`config.mk`:
```
export PLATFORM = sky130hd
export DESIGN_NAME = apsr_regs
export DESIGN_NICKNAME = d
export VERILOG_FILES = /design/src/include/apsr_pkg.sv /design/src/hw/apsr_wb_slave.sv /design/src/hw/apsr_irq.sv /design/src/hw/apsr_regs.sv
export VERILOG_INCLUDE_DIRS = /design/src /design/src/include
export SDC_FILE = /design/constraint.sdc
export NUM_CORES = 1
export LEC_CHECK = 0
export BUFFER_PORTS_ARGS = -buffer_cell sky130_fd_sc_hd__buf_2
export CAP_MARGIN = 20
export CORE_ASPECT_RATIO = 0.6
export CORE_MARGIN = 2
export CORE_UTILIZATION = 50
export DETAILED_ROUTE_END_ITERATION = 8
export PLACE_DENSITY = 0.79
export SYNTH_ARGS = -nofsm -noshare
export SYNTH_HDL_FRONTEND = slang
export SYNTH_HIERARCHICAL = 1
export SYNTH_SLANG_ARGS = --single-unit
```
`constraint.sdc`:
```
create_clock -name clk_in -period 1.85 [get_ports clk_in]
set_input_delay 0.37 -clock clk_in [delete_from_list [all_inputs] [get_ports clk_in]]
set_output_delay 0.37 -clock clk_in [all_outputs]
set_load 0.02 [all_outputs]
```
`src/include/apsr_consts.svh`:
```
`ifndef APSR_CONSTS_SVH
`define APSR_CONSTS_SVH
// Contract
// Capture partner base ability word, read-only
// After next-page negotiation, show next-page word
// Bit 15 reports partner next-page request
// Bit 14 only from received word
// Base view bit 13 is remote fault
// Base bits 11/10 asymmetric and symmetric pause
// Base bits 9..5 report partner technologies
// Base bits 4:0 selector, reset zero
// Base bit 12 reserved, reads zero
// Next view bit 13 message page flag
// Next view bit 12 partner can comply
// Next view bit 11 inverted previous toggle
// Expansion bits 15:5 read zero, unwritable
// Expansion bit 4 parallel detect fault
// Expansion bit 3 partner next-page capable
// Expansion bit 2 constant one
// Expansion bit 1 page received, clear-on-read
// Expansion bit 0 partner negotiation capable
// Writes to read-only fields are ignored

// Register indices; the byte address is four times the index
`define APSR_IDX_PARTNER     6'h05
`define APSR_IDX_EXPANSION   6'h06
`define APSR_IDX_IRQ_STATUS  6'h08
`define APSR_IDX_IRQ_MASK    6'h09

// Partner word field positions
`define APSR_BIT_NEXT_PAGE   15
`define APSR_BIT_ACK         14
`define APSR_BIT_BP_RESERVED 12

// Expansion register field positions
`define APSR_EXP_FAULT       4
`define APSR_EXP_PARTNER_NP  3
`define APSR_EXP_LOCAL_NP    2
`define APSR_EXP_PAGE_RX     1
`define APSR_EXP_PARTNER_AN  0

// Interrupt status and mask bit positions and width
`define APSR_IRQ_PAGE        0
`define APSR_IRQ_FAULT       1
`define APSR_IRQ_DONE        2
`define APSR_IRQ_W           3

// Reset and fixed values
`define APSR_WORD_RESET      16'h0000
`define APSR_IRQ_RESET       3'h0
`define APSR_LOCAL_NP_VALUE  1'h1
`define APSR_RDATA_RESET     32'h00000000
`endif

```
`src/include/apsr_pkg.sv`:
```
`include "apsr_consts.svh"
package apsr_pkg;
	// Bus front end states, one-hot
	typedef enum logic [1:0] {
		apsr_bus_idle = 2'b01,
		apsr_bus_ack  = 2'b10
	} apsr_bus_fsm_t;

	// One register access as seen by the register logic
	typedef struct packed {
		logic [5:0]  index;
		logic        write;
		logic [3:0]  sel;
		logic [31:0] wdata;
	} apsr_access_t;

	// Link code word handed over by the negotiation engine
	typedef struct packed {
		logic        valid;
		logic        next;
		logic [15:0] word;
	} apsr_page_t;

	// Bus front end state
	typedef struct packed {
		apsr_bus_fsm_t fsm;
	} apsr_wb_state_t;

	// Interrupt block state
	typedef struct packed {
		logic [`APSR_IRQ_W-1:0] status;
		logic [`APSR_IRQ_W-1:0] mask;
	} apsr_irq_state_t;

	// Register bank state
	typedef struct packed {
		logic [15:0] base_word;
		logic [15:0] next_word;
		logic        next_seen;
		logic        page_rx;
		logic        fault;
		logic        partner_an;
		logic        complete;
		logic [31:0] rdata;
	} apsr_regs_state_t;
endpackage : apsr_pkg

```
`src/hw/apsr_wb_slave.sv`:
```
`timescale 1ns/10ps
`include "apsr_consts.svh"
module apsr_wb_slave (
	// Clock and reset
	input  wire logic             clk_in,
	input  wire logic             rst_in,
	// Wishbone request
	input  wire logic             wb_cyc_in,
	input  wire logic             wb_stb_in,
	input  wire logic             wb_we_in,
	input  wire logic [7:0]       wb_adr_in,
	input  wire logic [3:0]       wb_sel_in,
	input  wire logic [31:0]      wb_dat_in,
	// Handshake toward the register logic
	output logic                  wb_ack_out,
	output logic                  take_out,
	output apsr_pkg::apsr_access_t access_out
);
	apsr_pkg::apsr_wb_state_t state_reg;  // Registered state
	apsr_pkg::apsr_wb_state_t state_next; // Next state

	// Request fields, word index taken from the byte address
	assign access_out = {wb_adr_in[7:2], wb_we_in, wb_sel_in, wb_dat_in};
	// Acknowledge stands for exactly one cycle
	assign wb_ack_out = (state_reg.fsm == apsr_pkg::apsr_bus_ack);

	// Take a request when idle, answer in the next cycle
	always_comb begin
		state_next = state_reg;
		take_out = 1'h0;
		unique case (state_reg.fsm)
			apsr_pkg::apsr_bus_idle: begin
				// New request seen
				if (wb_cyc_in && wb_stb_in) begin
					take_out = 1'h1;
					state_next.fsm = apsr_pkg::apsr_bus_ack;
				end
			end
			apsr_pkg::apsr_bus_ack: begin
				// Ack given, back to idle in the next cycle without waiting for release
				state_next.fsm = apsr_pkg::apsr_bus_idle;
			end
			default: begin
				// Illegal code recovers to idle
				state_next.fsm = apsr_pkg::apsr_bus_idle;
			end
		endcase
	end

	// State register
	always_ff @(posedge clk_in or posedge rst_in) begin
		if (rst_in) begin
			state_reg <= '{fsm: apsr_pkg::apsr_bus_idle};
		end else begin
			state_reg <= state_next;
		end
	end
endmodule : apsr_wb_slave

```
`src/hw/apsr_irq.sv`:
```
`timescale 1ns/10ps
`include "apsr_consts.svh"
module apsr_irq (
	// Clock and reset
	input  wire logic                  clk_in,
	input  wire logic                  rst_in,
	// Event pulses and software writes
	input  wire logic [`APSR_IRQ_W-1:0] event_in,
	input  wire logic                  status_we_in,
	input  wire logic                  mask_we_in,
	input  wire logic [`APSR_IRQ_W-1:0] wdata_in,
	// Register views and interrupt line
	output logic [`APSR_IRQ_W-1:0]     status_out,
	output logic [`APSR_IRQ_W-1:0]     mask_out,
	output logic                       irq_out
);
	apsr_pkg::apsr_irq_state_t state_reg;  // Registered state
	apsr_pkg::apsr_irq_state_t state_next; // Next state

	assign status_out = state_reg.status;
	assign mask_out = state_reg.mask;
	// Level output while any unmasked status bit is set
	assign irq_out = |(state_reg.status & state_reg.mask);

	// Sticky status, write one to clear, new event wins
	always_comb begin
		state_next = state_reg;
		if (status_we_in) begin
			state_next.status = state_reg.status & ~wdata_in;
		end
		state_next.status = state_next.status | event_in;
		// Mask is plain read/write
		if (mask_we_in) begin
			state_next.mask = wdata_in;
		end
	end

	// State register
	always_ff @(posedge clk_in or posedge rst_in) begin
		if (rst_in) begin
			state_reg <= '{status: `APSR_IRQ_RESET, mask: `APSR_IRQ_RESET};
		end else begin
			state_reg <= state_next;
		end
	end
endmodule : apsr_irq

```
`src/hw/apsr_regs.sv`:
```
`timescale 1ns/10ps
`include "apsr_consts.svh"
module apsr_regs (
	// Clock and reset
	input  wire logic              clk_in,
	input  wire logic              rst_in,

	// Wishbone slave
	input  wire logic              wb_cyc_in,
	input  wire logic              wb_stb_in,
	input  wire logic              wb_we_in,
	input  wire logic [7:0]        wb_adr_in,
	input  wire logic [3:0]        wb_sel_in,
	input  wire logic [31:0]       wb_dat_in,
	output logic [31:0]            wb_dat_out,
	output logic                   wb_ack_out,

	// Negotiation engine side
	input  wire apsr_pkg::apsr_page_t page_in,
	input  wire logic              neg_complete_in,
	input  wire logic              parallel_fault_in,
	input  wire logic              partner_negotiation_capable_in,

	// Interrupt
	output logic                   irq_out
);
	// Registered bank state
	apsr_pkg::apsr_regs_state_t state_reg;
	// Next bank state
	apsr_pkg::apsr_regs_state_t state_next;

	// Access taken this cycle
	logic                          take;
	// Fields of the taken access
	apsr_pkg::apsr_access_t        access;

	// Events toward the interrupt block
	logic [`APSR_IRQ_W-1:0]        irq_event;
	// Software write strobe of the status register
	logic                          status_we;
	// Software write strobe of the mask register
	logic                          mask_we;
	// Current interrupt status
	logic [`APSR_IRQ_W-1:0]        irq_status;
	// Current interrupt mask
	logic [`APSR_IRQ_W-1:0]        irq_mask;

	// Partner register as software sees it
	logic [15:0]                   partner_view;
	// Expansion register as software sees it
	logic [15:0]                   expansion_view;
	// Next-page view selected
	logic                          show_next;
	// Read of the expansion register this cycle
	logic                          expansion_read;

	// True when an access hits a given register index
	function automatic logic hits(
		input apsr_pkg::apsr_access_t acc,
		input logic [5:0]             idx
	);
		hits = (acc.index == idx);
	endfunction : hits

	// Widen a 16-bit view onto the data bus, upper half zero
	function automatic logic [31:0] widen16(input logic [15:0] v);
		widen16 = {16'h0000, v};
	endfunction : widen16

	// Widen an interrupt field onto the data bus
	function automatic logic [31:0] widen_irq(
		input logic [`APSR_IRQ_W-1:0] v
	);
		widen_irq = {{(32 - `APSR_IRQ_W){1'h0}}, v};
	endfunction : widen_irq

	// Bus front end: decode, one-cycle ack
	apsr_wb_slave u_wb (
		.clk_in     (clk_in),
		.rst_in     (rst_in),
		.wb_cyc_in  (wb_cyc_in),
		.wb_stb_in  (wb_stb_in),
		.wb_we_in   (wb_we_in),
		.wb_adr_in  (wb_adr_in),
		.wb_sel_in  (wb_sel_in),
		.wb_dat_in  (wb_dat_in),
		.wb_ack_out (wb_ack_out),
		.take_out   (take),
		.access_out (access)
	);

	// Sticky event status with mask
	apsr_irq u_irq (
		.clk_in       (clk_in),
		.rst_in       (rst_in),
		.event_in     (irq_event),
		.status_we_in (status_we),
		.mask_we_in   (mask_we),
		.wdata_in     (access.wdata[`APSR_IRQ_W-1:0]),
		.status_out   (irq_status),
		.mask_out     (irq_mask),
		.irq_out      (irq_out)
	);

	// Read data always comes from the flip-flop
	assign wb_dat_out = state_reg.rdata;

	// Software write strobes; low byte lane carries the bits
	assign status_we = take && access.write && access.sel[0]
		&& hits(access, `APSR_IDX_IRQ_STATUS);
	assign mask_we = take && access.write && access.sel[0]
		&& hits(access, `APSR_IDX_IRQ_MASK);

	// Clear-on-read trigger for the page received flag
	assign expansion_read = take && !access.write
		&& hits(access, `APSR_IDX_EXPANSION);

	// Events: every received page, fault onset, completion onset
	always_comb begin
		irq_event = `APSR_IRQ_RESET;
		// Any link code word
		irq_event[`APSR_IRQ_PAGE] = page_in.valid;
		// Rising edge of the parallel detect fault
		irq_event[`APSR_IRQ_FAULT] = parallel_fault_in
			&& !state_reg.fault;
		// Rising edge of negotiation complete
		irq_event[`APSR_IRQ_DONE] = neg_complete_in
			&& !state_reg.complete;
	end

	// Select and assemble the two software views
	always_comb begin
		// Next page shown once complete with a next page taken
		show_next = state_reg.complete && state_reg.next_seen;
		if (show_next) begin
			// Next-page word: request, ack, message, comply,
			// toggle and code appear as received
			partner_view = state_reg.next_word;
		end else begin
			// Base page: request, fault, pause, technologies and
			// selector appear at their received positions
			partner_view = state_reg.base_word;
			// Reserved bit always reads zero
			partner_view[`APSR_BIT_BP_RESERVED] = 1'h0;
		end

		// Expansion: reserved upper bits stay zero
		expansion_view = `APSR_WORD_RESET;
		// Parallel detection fault level
		expansion_view[`APSR_EXP_FAULT] = state_reg.fault;
		// Partner next-page ability from its base page
		expansion_view[`APSR_EXP_PARTNER_NP] =
			state_reg.base_word[`APSR_BIT_NEXT_PAGE];
		// Local next-page ability is fixed
		expansion_view[`APSR_EXP_LOCAL_NP] = `APSR_LOCAL_NP_VALUE;
		// Sticky page received flag
		expansion_view[`APSR_EXP_PAGE_RX] = state_reg.page_rx;
		// Partner negotiation ability level
		expansion_view[`APSR_EXP_PARTNER_AN] =
			state_reg.partner_an;
	end

	// Bank next-state logic
	always_comb begin
		state_next = state_reg;

		// Capture received link code words
		if (page_in.valid) begin
			if (page_in.next) begin
				// Next-page word, whole, ack bit included
				state_next.next_word = page_in.word;
				state_next.next_seen = 1'h1;
			end else begin
				// Base page, a fresh negotiation round
				state_next.base_word = page_in.word;
				state_next.next_seen = 1'h0;
			end
		end

		// Level inputs sampled once per cycle
		state_next.fault = parallel_fault_in;
		state_next.partner_an = partner_negotiation_capable_in;
		state_next.complete = neg_complete_in;

		// Reading the expansion register clears the flag
		if (expansion_read) begin
			state_next.page_rx = 1'h0;
		end
		// A page in the same cycle keeps the flag set
		if (page_in.valid) begin
			state_next.page_rx = 1'h1;
		end

		// Read data latched when the access is taken
		if (take) begin
			if (access.write) begin
				// Writes to partner or expansion do nothing
				state_next.rdata = `APSR_RDATA_RESET;
			end else if (hits(access, `APSR_IDX_PARTNER)) begin
				// Partner ability, current view
				state_next.rdata = widen16(partner_view);
			end else if (hits(access, `APSR_IDX_EXPANSION)) begin
				// Expansion with value before the clear
				state_next.rdata = widen16(expansion_view);
			end else if (hits(access, `APSR_IDX_IRQ_STATUS)) begin
				// Interrupt status
				state_next.rdata = widen_irq(irq_status);
			end else if (hits(access, `APSR_IDX_IRQ_MASK)) begin
				// Interrupt mask
				state_next.rdata = widen_irq(irq_mask);
			end else begin
				// Unmapped index reads zero
				state_next.rdata = `APSR_RDATA_RESET;
			end
		end
	end

	// Bank state register
	always_ff @(posedge clk_in or posedge rst_in) begin
		if (rst_in) begin
			// All captured words and flags start at zero
			state_reg <= '{
				base_word:  `APSR_WORD_RESET,
				next_word:  `APSR_WORD_RESET,
				next_seen:  1'h0,
				page_rx:    1'h0,
				fault:      1'h0,
				partner_an: 1'h0,
				complete:   1'h0,
				rdata:      `APSR_RDATA_RESET
			};
		end else begin
			state_reg <= state_next;
		end
	end
endmodule : apsr_regs

```
==> results.json <==
{
  "fin_util": 0.587,
  "grt_pass1_wl_um": 9110,
  "crit_slowest_cell": "dfstp_2",
  "synth_area_um2": 2910,
  "place.gp.congestion": 0.795,
  "cap_violations": 0,
  "worstMarginPinSlew_ns": 0.523,
  "hold_viol": 0,
  "setup_viol": 0,
  "grtUsageTotal": 0.190,
  "start_kind": "flip-flop",
  "mostFrequentLayoutCells": "dfrtp_1 (59), buf_2 (53), mux2_2 (35)",
  "die_y_um": 63.1,
  "grt_max_degree": 53,
  "powerDensity_nw_per_um2": 954,
  "io_pins": 104,
  "fin_crit_ns": 1.71,
  "max_freq_ghz": 0.586,
  "firstDrtPassIters": 5,
  "setup.worst_path.start": "u_wb/state_reg[0]",
  "multi_input_area_um2": 1060,
  "r2r_slack_ns": 0.14,
  "syn_to_final_growth_pct": 12.9,
  "worstHoldPathCells": 1,
  "worstPathArrival_ns": 1.96,
  "reg2reg_to": "wb_dat_out[5]",
  "ant_nets": 0,
  "hold_ws_ns": 0.150,
  "routedWlPerCell_um": 15.5,
  "ctsHtreeMaxLevel": 3,
  "drcViolationCount": 0,
  "ir_drop_mv": 0.460,
  "io_buffers": 53,
  "worstSkewPairLatency_ns": 0.34,
  "holdPathEnd": "expansion_view[0]",
  "hold_path.class": "in -> reg",
  "coreArea_um2": 5600,
  "initial_core_util": 0.520,
  "final_common_cell": "dfrtp_1",
  "syn_inst": 235,
  "nets": 346,
  "reg2reg_depth": 5,
  "rsz0062_at_grt": "no",
  "skew_ns": 0.00801,
  "die_width_um": 102,
  "rows": 21,
  "crit_buf_inv": 1,
  "r2r-start": "u_wb/state_reg[0]",
  "max_stage_delay_ns": 0.56,
  "dpl.hpwl_um": 4100,
  "drt_wl_total_um": 5600,
  "cp-end-kind": "flip-flop",
  "via_count": 1822,
  "die_area_um2": 6470,
  "root_buffer": "clkbuf_8",
  "slew_headroom": 0.649,
  "diodes": 0,
  "cts.sinks": 60,
  "worstHoldStart": "partner_negotiation_capable_in",
  "finalCritPeriodShare": 0.923,
  "antenna_found_initial": 0,
  "grt_pass1_vias": 1866,
  "clk_pin_slew_ns": 0.07,
  "dr.first_iter.drc_count": 143,
  "synth_warnings": 6,
  "total_power_w": 0.00314,
  "critical-path-top-delay-family": "simple AND/OR/NAND/NOR gates",
  "crit_path_cell_trace": "and4b_1 > clkinv_1 > nor2_1 > nand2_1 > o2bb2ai_1",
  "avgSynthCellArea_um2": 12.4,
  "leakagePower_nw": 1.64,
  "grt_overflow": 0,
  "run_status": "complete, no violations",
  "numCtsBuffers": 9,
  "clk_path_buf_depth": 2,
  "drive_above_1_share": 0.434,
  "final_area_um2": 3290,
  "cp.required_ns": 2.10,
  "ff_latch_area_um2": 1500,
  "cts_tree": "yes",
  "slew_viol_final": 0,
  "crit_path_max_fanout": 11,
  "fillers": 463,
  "dpl-instance-area_um2": 3060,
  "largest_reg_flops": 32,
  "viasPerCell": 5.05,
  "path_class": "reg -> reg",
  "fin_tns_setup_ns": 0
}
power breakdown:
group	total, W	internal [W]	switching (W)
Combinational	0.000373	0.000185	0.000187
Clock	0.00127	0.000752	0.000522
Sequential	0.00149	0.00143	0.0000620
per-layer routing:
layer / share of wire / up-vias / GRT usage
met1: 0.48 / 892 / 0.270
met2: 0.44 / 67 / 0.275
met3: 0.070 / 5 / 0.0733
li1: - / 858 / -
met4: 0.0071 / 0 / 0.0500
met5: 0 / - / 0
area by class of cell:
cell class              count  area share
clock buffers               9      0.0377
repair buffers             66       0.115
well taps                  80      0.0305
inverters                   7     0.00799
multi-input cells         132       0.324
flip-flops and latches     60       0.457
clock inverters             7      0.0278
how the worst max path moves through the flow:
stage | to | cells past startpoint
floorplan | u_irq/mask_out[0] | 6
global placement | wb_dat_out[8] | 6
detailed placement | wb_dat_out[10] | 6
CTS | irq_out | 3
global route | wb_dat_out[12] | 5
finish | wb_dat_out[5] | 5
per-stage QoR:
step           std cells  setup slack [ns]
6_report             361             0.143
5_1_grt              361            0.0425
3_3_place_gp         344            0.0493
2_1_floorplan        250             0.210
4_1_cts              361             0.159
3_5_place_dp         344            0.0496
repair_timing:
action / in CTS / in global routing
endpoints found under the hold margin: 7 / 0
buffers inserted: 0 / 0
resized for setup: 0 / 0
hold buffers: 1 / 0
Power figures use the tool's default switching activity.
